--- src/fcc_consts.svh ---
/*
 Timing and encoding constants of the flash charger control block.
 Assumes a 10 MHz clock; included by bare name.
*/
`ifndef FCC_CONSTS_SVH
`define FCC_CONSTS_SVH
`define FCC_CLK_MHZ 10
`define FCC_T_START_US 12
`define FCC_T_GATE_NS 50
`define FCC_T_FULL_NS 400
`define FCC_START_CYC ((`FCC_T_START_US * `FCC_CLK_MHZ) > 1 ? (`FCC_T_START_US * `FCC_CLK_MHZ) : 1)
`define FCC_NS_PER_US 1000
`define FCC_GATE_RAW ((`FCC_T_GATE_NS * `FCC_CLK_MHZ) / `FCC_NS_PER_US)
`define FCC_GATE_CYC (`FCC_GATE_RAW > 1 ? `FCC_GATE_RAW : 1)
`define FCC_FULL_RAW ((`FCC_T_FULL_NS * `FCC_CLK_MHZ) / `FCC_NS_PER_US)
`define FCC_FULL_CYC (`FCC_FULL_RAW > 1 ? `FCC_FULL_RAW : 1)
`define FCC_CNT_W 8
`define FCC_ZERO_CNT 8'h00
`define FCC_ONE_CNT 8'h01
`endif

--- src/fcc_pkg.sv ---
/*
 Types of the flash charger control block.
 Assumes nothing of its surroundings.
*/
package fcc_pkg;
  typedef enum logic [1:0] {
    FCC_IDLE = 2'b00,
    FCC_START = 2'b01,
    FCC_ON = 2'b11,
    FCC_OFF = 2'b10
  } fcc_state_t;
endpackage

--- src/fcc_core.sv ---
/*
 Control logic of a photo-flash capacitor charger: charge enable latch,
 primary switch sequencing, completion flag and flash gate drive.
 Assumes comparator events arrive as logic levels from analog front ends.
*/
`timescale 1ns/1ps
`default_nettype none
`include "fcc_consts.svh"
module fcc_core #(
  parameter int START_CYC = `FCC_START_CYC,
  parameter int GATE_CYC = `FCC_GATE_CYC,
  parameter int FULL_CYC = `FCC_FULL_CYC
) (
  input wire logic clk,
  input wire logic rst,
  input wire logic ce,
  input wire logic charge_request,
  input wire logic flash_trigger,
  input wire logic peak_select_high,
  input wire logic peak_select_analog,
  input wire logic over_peak_low_threshold,
  input wire logic over_peak_high_threshold,
  input wire logic over_peak_analog,
  input wire logic zero_comparator,
  input wire logic full_comparator,
  input wire logic switch_overvoltage_fault,
  output logic primary_switch,
  output logic gate_drive_out,
  output logic complete_flag_n_out,
  output logic complete_flag_n_oe,
  output logic charge_enable_latch
);
  import fcc_pkg::*;

  // ****************************************************************
  // Input synchronisation
  // ****************************************************************
  logic [7:0] raw;
  logic [7:0] syn;
  logic req_s;
  logic trig_s;
  logic cur_s;
  logic zero_s;
  logic full_s;
  logic ov_s;

  assign raw = {flash_trigger, charge_request, over_peak_low_threshold,
                over_peak_high_threshold, over_peak_analog, zero_comparator,
                full_comparator, switch_overvoltage_fault};

  fcc_sync #(.W(8)) u_sync (
    .clk(clk),
    .rst(rst),
    .ce(ce),
    .d(raw),
    .q(syn)
  );

  assign trig_s = syn[7];
  assign req_s = syn[6];
  assign zero_s = syn[2];
  assign full_s = syn[1];
  assign ov_s = syn[0];

  // Peak-current event from the selected threshold comparator.
  always_comb begin
    if (peak_select_analog) begin
      cur_s = syn[3];
    end else if (peak_select_high) begin
      cur_s = syn[4];
    end else begin
      cur_s = syn[5];
    end
  end

  // ****************************************************************
  // Charge sequencing
  // ****************************************************************
  fcc_state_t state_reg;
  fcc_state_t state_next;
  logic req_d_reg;
  logic req_d_next;
  logic en_next;
  logic switch_next;
  logic fault_reg;
  logic fault_next;
  logic done_reg;
  logic done_next;
  logic [`FCC_CNT_W-1:0] cnt_reg;
  logic [`FCC_CNT_W-1:0] cnt_next;
  logic rise;

  assign rise = req_s && !req_d_reg;

  always_comb begin
    state_next = state_reg;
    req_d_next = req_s;
    en_next = charge_enable_latch;
    fault_next = fault_reg;
    done_next = done_reg;
    cnt_next = cnt_reg;
    if (rise) begin
      en_next = 1'b1;
      fault_next = 1'b0;
      done_next = 1'b0;
      state_next = FCC_START;
      cnt_next = `FCC_CNT_W'(START_CYC - 1);
    end else if (!req_s) begin
      en_next = 1'b0;
      state_next = FCC_IDLE;
      done_next = 1'b0;
      fault_next = 1'b0;
    end else if (charge_enable_latch && ov_s && state_reg == FCC_ON) begin
      en_next = 1'b0;
      fault_next = 1'b1;
      state_next = FCC_IDLE;
    end else if (charge_enable_latch && full_s && state_reg == FCC_OFF) begin
      en_next = 1'b0;
      done_next = 1'b1;
      state_next = FCC_IDLE;
      cnt_next = `FCC_CNT_W'(FULL_CYC - 1);
    end else begin
      case (state_reg)
        FCC_IDLE: begin
          if (done_reg && cnt_reg != `FCC_ZERO_CNT) begin
            cnt_next = cnt_reg - `FCC_ONE_CNT;
          end
        end
        FCC_START: begin
          if (cnt_reg == `FCC_ZERO_CNT) begin
            state_next = FCC_ON;
          end else begin
            cnt_next = cnt_reg - `FCC_ONE_CNT;
          end
        end
        FCC_ON: begin
          if (cur_s) begin
            state_next = FCC_OFF;
          end
        end
        FCC_OFF: begin
          if (zero_s) begin
            state_next = FCC_ON;
          end
        end
        default: state_next = FCC_IDLE;
      endcase
    end
    switch_next = (state_next == FCC_ON) && req_s;
    if (!ce) begin
      state_next = state_reg;
      req_d_next = req_d_reg;
      en_next = charge_enable_latch;
      fault_next = fault_reg;
      done_next = done_reg;
      cnt_next = cnt_reg;
      switch_next = primary_switch;
    end
  end

  always_ff @(posedge clk or posedge rst) begin
    if (rst) begin
      state_reg <= FCC_IDLE;
      req_d_reg <= 1'b0;
      charge_enable_latch <= 1'b0;
      fault_reg <= 1'b0;
      done_reg <= 1'b0;
      cnt_reg <= `FCC_ZERO_CNT;
      primary_switch <= 1'b0;
    end else begin
      state_reg <= state_next;
      req_d_reg <= req_d_next;
      charge_enable_latch <= en_next;
      fault_reg <= fault_next;
      done_reg <= done_next;
      cnt_reg <= cnt_next;
      primary_switch <= switch_next;
    end
  end

  // ****************************************************************
  // Completion flag and flash gate drive
  // ****************************************************************
  logic flag_oe_next;
  logic gate_next;
  logic [`FCC_CNT_W-1:0] gcnt_reg;
  logic [`FCC_CNT_W-1:0] gcnt_next;
  logic gate_want;

  assign gate_want = trig_s && !req_s;

  always_comb begin
    flag_oe_next = done_next && !fault_next &&
                   state_reg == FCC_IDLE && cnt_reg == `FCC_ZERO_CNT;
    gate_next = gate_drive_out;
    gcnt_next = gcnt_reg;
    if (gate_want == gate_drive_out) begin
      gcnt_next = `FCC_CNT_W'(GATE_CYC - 1);
    end else if (gcnt_reg == `FCC_ZERO_CNT) begin
      gate_next = gate_want;
      gcnt_next = `FCC_CNT_W'(GATE_CYC - 1);
    end else begin
      gcnt_next = gcnt_reg - `FCC_ONE_CNT;
    end
    if (!ce) begin
      flag_oe_next = complete_flag_n_oe;
      gate_next = gate_drive_out;
      gcnt_next = gcnt_reg;
    end
  end

  always_ff @(posedge clk or posedge rst) begin
    if (rst) begin
      complete_flag_n_oe <= 1'b0;
      complete_flag_n_out <= 1'b0;
      gate_drive_out <= 1'b0;
      gcnt_reg <= `FCC_ZERO_CNT;
    end else begin
      complete_flag_n_oe <= flag_oe_next;
      complete_flag_n_out <= 1'b0;
      gate_drive_out <= gate_next;
      gcnt_reg <= gcnt_next;
    end
  end
endmodule
`default_nettype wire

--- src/fcc_sync.sv ---
/*
 Two-flop synchroniser for a vector of inputs.
 Assumes the inputs may change at any time relative to clk.
*/
`timescale 1ns/1ps
`default_nettype none
module fcc_sync #(
  parameter int W = 1
) (
  input wire logic clk,
  input wire logic rst,
  input wire logic ce,
  input wire logic [W-1:0] d,
  output logic [W-1:0] q
);
  logic [W-1:0] s1_reg;
  logic [W-1:0] s1_next;
  logic [W-1:0] q_next;

  always_comb begin
    s1_next = ce ? d : s1_reg;
    q_next = ce ? s1_reg : q;
  end

  always_ff @(posedge clk or posedge rst) begin
    if (rst) begin
      s1_reg <= '0;
      q <= '0;
    end else begin
      s1_reg <= s1_next;
      q <= q_next;
    end
  end
endmodule
`default_nettype wire

--- config.mk ---
export PLATFORM = sky130hd
export DESIGN_NAME = fcc_core
export DESIGN_NICKNAME = d
export VERILOG_FILES = /design/src/fcc_pkg.sv /design/src/fcc_core.sv /design/src/fcc_sync.sv
export VERILOG_INCLUDE_DIRS = /design/src
export SDC_FILE = /design/constraint.sdc
export NUM_CORES = 1
export LEC_CHECK = 0
export ABC_AREA = 1
export CORE_MARGIN = 2
export CORE_UTILIZATION = 48
export CTS_CLUSTER_SIZE = 12
export DETAILED_ROUTE_END_ITERATION = 8
export DONT_BUFFER_PORTS = 1
export HOLD_SLACK_MARGIN = 0.02
export PLACE_DENSITY = 0.71
export RECOVER_POWER = 50
export REMOVE_ABC_BUFFERS = 1
export SYNTH_ARGS = -nofsm -noshare
export SYNTH_HDL_FRONTEND = slang
export SYNTH_SLANG_ARGS = --single-unit
--- constraint.sdc ---
create_clock -name clk -period 4.2 [get_ports clk]
set_clock_uncertainty 0.1 [all_clocks]
set_input_delay 0.42 -clock clk [delete_from_list [all_inputs] [get_ports clk]]
set_output_delay 0.42 -clock clk [all_outputs]
set_load 0.05 [all_outputs]
* Word-level counts from Yosys, hierarchy flattened
Index checks and enable logic that the tools add are counted.
Word-level totals: output and inout bits 5, input bits 13, register bits 41, logic and storage cells 79
Operators by class: eq/ne operators 9, mux-type cells 32, reduce and logical (&&, ||, !) cells 23, add/sub/neg operators 2, bitwise logic cells 1
Operators by type and width (number):
- $mux W8 | 8
- $logic_not A8 Y1 | 2
- $pmux W8 S2 | 1
- $sub A8 B1 Y8 const B | 2
- $mux W1 | 15
- $mux W2 | 7
- $ne A4 B4 Y1 const B | 3
- $logic_and A1 B1 Y1 | 11
- $reduce_bool A8 Y1 | 1
- $eq A2 B2 Y1 const B | 3
- $pmux W2 S3 | 1
- $reduce_and A6 Y1 | 1
- $reduce_bool A4 Y1 | 1
- $logic_not A1 Y1 | 3
- $reduce_and A3 Y1 | 1
- $eq A2 B1 Y1 const B | 1
- $logic_not A2 Y1 | 1
- $ne A2 B2 Y1 const B | 1
- $reduce_and A2 Y1 | 1
- $reduce_bool A2 Y1 | 1
- $eq A1 B1 Y1 | 1
- $not A1 Y1 | 1

* Depth between registers and ports, before layout
Gate-level depths: netlist of the first run.
depth after elaboration 10, mapped depth 10, depth with buffers taken out 10

* Hierarchy
A second synthesis of the first run with hierarchy kept.
Unflattened totals: cell total of the unflattened synthesis 278, area total of the unflattened synthesis 2205.9 µm²
Modules (own cells, without submodules):
- fcc_core | cells each 209, seq. area each 625.6 µm², area an instance 1530.2 µm², times used 1
- fcc_sync | cells each 69, seq. area each 400.4 µm², area an instance 675.6 µm², times used 1

* Least setup slack after synthesis of the first run
No wires, ideal clock.
path kind reg-to-reg, start register charge_enable_latch, end register cnt_reg[5], arrival 1.328 ns, buffers on the path 0, slack 2.654 ns, cell stages (with the launch flop) 7, cell sequence dfrtp_1 nand4_4 and2_4 nand2_4 nand2_4 nand2_1 nand2_1
On the way: cells in the longest elaborated chain, start to end 6, elaborated cells between the ends (all ways) 13
RTL lines:
- start, declared | RTL line fcc_core.sv:31 | output logic charge_enable_latch
- start signal, assigned | RTL line fcc_core.sv:173 | charge_enable_latch <= en_next;
- $logic_and A1 B1 Y1 (2 in series) | RTL line fcc_core.sv:117 | end else if (charge_enable_latch && full_s && state_reg == FCC_OFF) begin
- $mux W8 | RTL line fcc_core.sv:117
- $mux W8 | RTL line fcc_core.sv:113 | end else if (charge_enable_latch && ov_s && state_reg == FCC_ON) begin
- $mux W8 | RTL line fcc_core.sv:108 | end else if (!req_s) begin
- $mux W8 | RTL line fcc_core.sv:102 | if (rise) begin
- end signal, assigned | RTL line fcc_core.sv:168 | cnt_reg <= `FCC_ZERO_CNT;
- end signal, assigned | RTL line fcc_core.sv:176 | cnt_reg <= cnt_next;
- end, declared | RTL line fcc_core.sv:89 | logic [`FCC_CNT_W-1:0] cnt_reg;
Several ways; a longest one is shown, not always the timed one. The select of a mux whose other input is x is not followed. A chain may end at the register's enable or synchronous reset.

==> metrics.yaml, run 1 <==
status: "finished, violations left"
violations: "max-capacitance violations, max-slew violations"
dr.pass1.iters: 4
critical-path-top-delay-family: "buffers and inverters"
crit_required_ns: 4.06
cts_buffer_depth: 2
worstPathCellList: "inv_1 -> clkbuf_1"
setup_violations: 0
grt_use_total_pct: 18.31
synth_seq_cells: 41
hold_path.startpoint: "ce"
hpwl_um: 2809
ios: 18
clk_pin_slew_ns: 0.08
critPathMaxFanout: 41
cp_slowest_cell: "clkbuf_1"
syn_area_sq_um: 2146
fin_crit_sh_pct: 51.50
reg2regPathDepth: 6
synthFlopType: "dfrtp_1"
root_buffer: "clkbuf_8"
drt_wl_total_um: 4049
fin_util_pct: 53.13
fin_tns_setup_ns: 0
rsz0062_at_grt: "false"
netlist_instances: 278
yosysSeqAreaShare_pct: 47.81
worstPathArrival_ns: 2.02
cts_hold_buf: 0
drive_above_1_share_pct: 8.541
antenna_cells: 0
core_sq_um: 4324
reg2reg_slack_ns: 2.45
cpPeakStageDelay_ns: 1.54
cp-start-kind: "input pin"
final_nets: 297
fp.dieH_um: 70.86
p_leak_nw: 1.214
initialDrtViolationCount: 110
cts-resized-gates: 0
worstSetupPathType: "input pin to async pin"
yosysWarnings: 0
rr_endpoint: "cnt_reg[5]"
max_freq_mhz: 462.4
cts_tree: "yes"
total_power_mw: 1.484
drv_cap: 1
endpoint_kind: "async pin"
grt_overflow_total: 0
path_buf_inv: 2
numCtsBuffers: 5
peakVddDrop_uv: 409.4
start_util_pct: 49.62
whs_endpoint: "done_reg"
ant_nets: 0
postCtsSetupBuffers: 0
async_reset_ff_share_pct: 100.0
p_per_area_nw_per_um2: 646.1
die_x_um: 70.86
synth_cell_type_count: 30
worst_pin_slew_ns: 2.184
fillers: 439
io_buffers: 0
area_growth_pct: 7.055
synth-edff-count: 0
grt_max_degree: 42
max_slew_margin_pct: -45.62
synth_area_per_cell_sq_um: 7.719
cts_sinks: 41
wl_per_cell_um: 12.16
antenna_found_initial: 0
drc: 0
gp_congestion: 0.8566
clock_latency_ns: 0.29
cts.htree.levels: 2
whs_path_depth: 1
period_minus_slack_ns: 2.163
vias: 1715
hold_path.class: "input pin to flop"
r2r-start: "charge_enable_latch"
grt_pass1_vias: 1647
grt_pass1_wl_um: 7320
finalNonFillerCells: 333
rows: 24
hold_viol_final: 0
viasPerCell: 5.150
die-area_sq_um: 5021
dp.cells: 325
slew_violations: 42
-- where the power goes --
group | internal [mW] | total [mW] | switching [mW]
clock | 0.178 | 0.314 | 0.135
combinational | 0.219 | 0.570 | 0.351
sequential | 0.490 | 0.600 | 0.110
total | 0.887 | 1.48 | 0.597
-- area by class of cell --
class	count	area (sq um)	area share, %
well taps	52	65.06	2.832
inverters	33	126.4	5.501
flip-flops and latches	41	1026	44.66
repair buffers	1	3.754	0.1634
multi-input cells	198	964.7	41.99
clock buffers	6	72.57	3.159
clock inverters	2	38.79	1.688
-- cells in the mapped netlist, types with 2 or more instances --
cell type  number  area share, %
inv_2           3           0.52
ha_1            4            2.3
nor2_2          2           0.58
o21bai_1        3            1.0
clkbuf_1        3           0.52
dfrtp_1        41             48
xor2_1          5            2.0
buf_2           2           0.47
nand2_1        99             17
nand2_4         2            1.0
o21ai_0        18            4.2
nand2_2         5            1.5
nand4_1         9            2.6
inv_1          28            4.9
o21ai_1         3           0.70
o22ai_1         3           0.87
nor2_1         21            3.7
nand3_1        15            3.5
-- metrics by stage --
step | hold WS [ns] | setup slack, ns | instance area [sq um]
after floorplan | 0.3417 | 2.654 | 2117
after global placement | 0.3548 | 2.485 | 2190
after detailed placement | 0.3590 | 2.449 | 2190
after CTS | 0.05694 | 2.450 | 2301
after global routing | 0.1018 | 1.467 | 2297
final | 0.1168 | 2.037 | 2297
-- how the worst max path moves through the flow --
| stage | from | end | slack, ns | cells past startpoint |
|---|---|---|---|---|
| final | rst | cnt_reg[6] | 2.04 | 2 |
| after global routing | rst | cnt_reg[4] | 1.47 | 2 |
| after floorplan | charge_enable_latch | cnt_reg[5] | 2.65 | 6 |
| after detailed placement | ce | gcnt_reg[5] | 2.45 | 6 |
| after global placement | ce | gcnt_reg[6] | 2.49 | 6 |
| after CTS | charge_enable_latch | cnt_reg[5] | 2.45 | 6 |
-- layout by cell type (no fill, tap or decap) --
cell type / n
nor2_2: 2
nand2_4: 2
conb_1: 1
ha_1: 4
inv_1: 28
nand2_2: 5
o21ai_1: 3
inv_2: 3
clkbuf_8: 5
and2_4: 1
o22ai_1: 3
clkinv_4: 1
inv_4: 1
nand4_4: 1
o21bai_1: 3
bufinv_16: 1
xor2_1: 5
or2_2: 1
clkinv_1: 1
nor3_2: 1
a21boi_0: 1
a21oi_1: 1
o21ai_0: 18
nor2_1: 21
nand3_1: 15
nand4_1: 9
dfrtp_1: 41
clkbuf_1: 2
nor3_1: 1
nand2_1: 99
xnor2_1: 1
-- cells by family after synthesis --
| logic type | synth area share, % |
|---|---|
| AO/OA/AOI/OAI | 7.405 |
| other | 0.1748 |
| buffers and inverters | 7.230 |
| XOR/XNOR | 2.449 |
| AND/OR/NAND/NOR | 32.59 |
| flip-flops | 47.81 |
| adder cells (fa/ha/maj) | 2.332 |
-- metal layers --
layer	global-route usage, %	wire [um]
met5	0	0
met4	4.612	29
met3	4.843	158
met2	29.91	1918
met1	24.49	1942
(Power assumes the default switching activity.)
==> inputs of run 2 (changes only) <==
ABC_AREA = 0   (was 1)
clock period = 2.05 ns   (was 4.2 ns; I/O delays follow)
==> run 2 against run 1 <==
The flow now finishes without violations. Count of clock-buffer cells in the layout down 1. Largest power group unchanged. Critical path depth up 5. Synthesized cell count down 28%. Highest routed layer unchanged. Core utilization up 3.6 points.
==> metrics.yaml, run 2 <==
synth_cell_type_count: 55
yosysWarnings: 0
vias: 1563
rows: 24
yosys-top-cells-count: "41 x dfrtp_1, 18 x mux2_2, 12 x nor2_1, 11 x nand2_1, 10 x inv_1"
start_util_pct: 49.74
fin_tns_setup_ns: 0
rr_endpoint: "cnt_reg[0]"
p_per_area_nw_per_um2: 1084
internal_power_mw: 1.722
drv_cap: 0
grt_use_total_pct: 17.63
pwr-share-comb_pct: 31.4
gp_congestion: 0.8863
p_leak_nw: 1.043
cts_sinks: 41
peakVddDrop_uv: 595.3
worstPathArrival_ns: 2.01
antenna_found_initial: 0
viasPerCell: 5.854
cts_tree: "yes"
cts_buffer_depth: 2
final_cell_mix: "41 x dfrtp_1, 18 x mux2_2, 12 x nor2_1"
root_buffer: "clkbuf_8"
area_growth_pct: 14.02
final_common_cell: "dfrtp_1"
switchingPower_mw: 0.9367
ios: 18
reg2regPathDepth: 7
max_slew_margin_pct: 33.94
drive_above_1_share_pct: 21.40
worst_pin_slew_ns: 0.9909
hold_path.class: "input pin to flop"
rsz0062_at_grt: "false"
slew_violations: 0
hpwl_um: 2728
place_ws_ns: 0.1183
dp.cells: 249
synth-edff-count: 0
grt_pass1_wl_um: 7093
die-area_sq_um: 5032
initialDrtViolationCount: 91
critPathMaxFanout: 4
synth_seq_cells: 41
yosysSeqAreaShare_pct: 47.70
r2r-start: "cnt_reg[0]"
io_buffers: 0
syn_area_sq_um: 2151
synth.largest_area_cell: "dfrtp_1"
reg2reg_slack_ns: 0.10
core_sq_um: 4324
fin_crit_sh_pct: 95.01
cts.htree.levels: 2
synth.most_common_cell: "dfrtp_1"
clk_pin_slew_ns: 0.08
final_nets: 231
wl_per_cell_um: 15.36
netlist_instances: 199
dr.pass1.iters: 4
grt_max_degree: 42
numCtsBuffers: 5
whs_path_depth: 2
synth_area_per_cell_sq_um: 10.81
synth.area.top_cells: "dfrtp_1 48%, mux2_2 9.4%, ha_1 2.3%"
cp_slowest_cell: "dfrtp_1"
ant_nets: 0
async_reset_ff_share_pct: 100.0
p_seq_share_pct: 44.0
cpPeakStageDelay_ns: 0.40
setup_ws_ns: 0.1023
drt_wl_total_um: 4100
postCtsSetupBuffers: 0
synthFlopType: "dfrtp_1"
finalNonFillerCells: 267
setup_violations: 0
crit_required_ns: 2.12
whs_endpoint: "gcnt_reg[5]"
clockPowerShare_pct: 24.6
drc: 0
max_freq_mhz: 513.4
antenna_cells: 0
period_minus_slack_ns: 1.948
clock_latency_ns: 0.29
hold_viol_final: 0
grt_overflow_total: 0
worstPathCellList: "inv_1 -> ha_1 -> nor3b_1 -> buf_4 -> a211o_2 -> nor3_1 -> mux2i_1"
die_x_um: 70.94
hold_path.startpoint: "ce"
worstSetupPathType: "flop to flop"
endpoint_kind: "flop"
fp.dieH_um: 70.94
swShare_pct: 35.23
status: "complete, no violations"
grt_pass1_vias: 1565
cp-start-kind: "flop"
synth.top_cell.area_share_pct: 47.70
[run 2: worst max path at each step]
| stage | slack (ns) | to | cells past startpoint | start |
|---|---|---|---|---|
| floorplan | 0.27 | cnt_reg[1] | 6 | cnt_reg[0] |
| global placement | 0.18 | cnt_reg[3] | 7 | cnt_reg[0] |
| detailed placement | 0.12 | cnt_reg[3] | 7 | cnt_reg[0] |
| CTS | 0.11 | cnt_reg[3] | 7 | cnt_reg[0] |
| global route | 0.01 | cnt_reg[3] | 7 | cnt_reg[0] |
| finish | 0.10 | cnt_reg[0] | 7 | cnt_reg[0] |
[run 2: per-layer routing]
metal / vias to the layer above / track usage (%) / wire length (um)
li1: 761 / - / -
met1: 766 / 23.17 / 1856
met2: 32 / 28.56 / 2024
met3: 4 / 4.274 / 196
met4: 0 / 6.499 / 23
met5: - / 0 / 0
[run 2: critical path, delay by kind of cell, from the launching register on]
kind / cells / cell delay (ns)
AO/OA/AOI/OAI: 1 / 0.37
AND/OR/NAND/NOR: 2 / 0.41
flip-flops: 1 / 0.40
adder cells (fa/ha/maj): 1 / 0.19
buffers and inverters: 2 / 0.23
multiplexers: 1 / 0.11
[run 2: logic make-up (layout without fill, tap and decap cells)]
logic type,after synthesis,count (layout),share of synthesized area (%)
buf+inv,21,37,4.421
compound gates,43,43,15.36
flops,41,41,47.70
simple gates,64,64,17.57
other cells,1,1,0.1744
xor+xnor,4,4,1.629
mux,21,21,10.82
fa+ha+maj,4,4,2.327
[run 2: cell type report]
| cell class | count | area [sq um] |
|---|---|---|
| multi-input cells | 137 | 1037 |
| flip-flops and latches | 41 | 1026 |
| clock inverters | 3 | 46.29 |
| repair buffers | 18 | 167.7 |
| clock buffers | 5 | 68.82 |
| well taps | 52 | 65.06 |
| fillers | 381 | 1872 |
| inverters | 11 | 41.29 |
[run 2: power by group through the flow]
stage,registers [mW],logic [mW],clock network (mW)
2_1_floorplan,1.17,0.633,0
3_3_place_gp,1.18,0.792,0
3_5_place_dp,1.19,0.803,0
4_1_cts,1.17,0.831,0.674
5_1_grt,1.20,0.949,0.700
6_report,1.17,0.834,0.655
[run 2: metrics by stage]
step	power (mW)	utilization [%]	instance area (sq um)	hold WS, ns
2_1_floorplan	1.800	-	2097	0.1948
3_3_place_gp	1.973	51.39	2222	0.1531
3_5_place_dp	1.988	51.39	2222	0.1570
4_1_cts	2.675	56.60	2447	0.03260
5_1_grt	2.848	56.71	2452	0.04031
6_report	2.659	56.71	2452	0.03585
[run 2: what timing repair did]
item,4_1_cts,5_1_grt
hold endpoints to repair,67,0
setup endpoints to repair,0,1
hold buffers,10,0
resized for setup,0,1
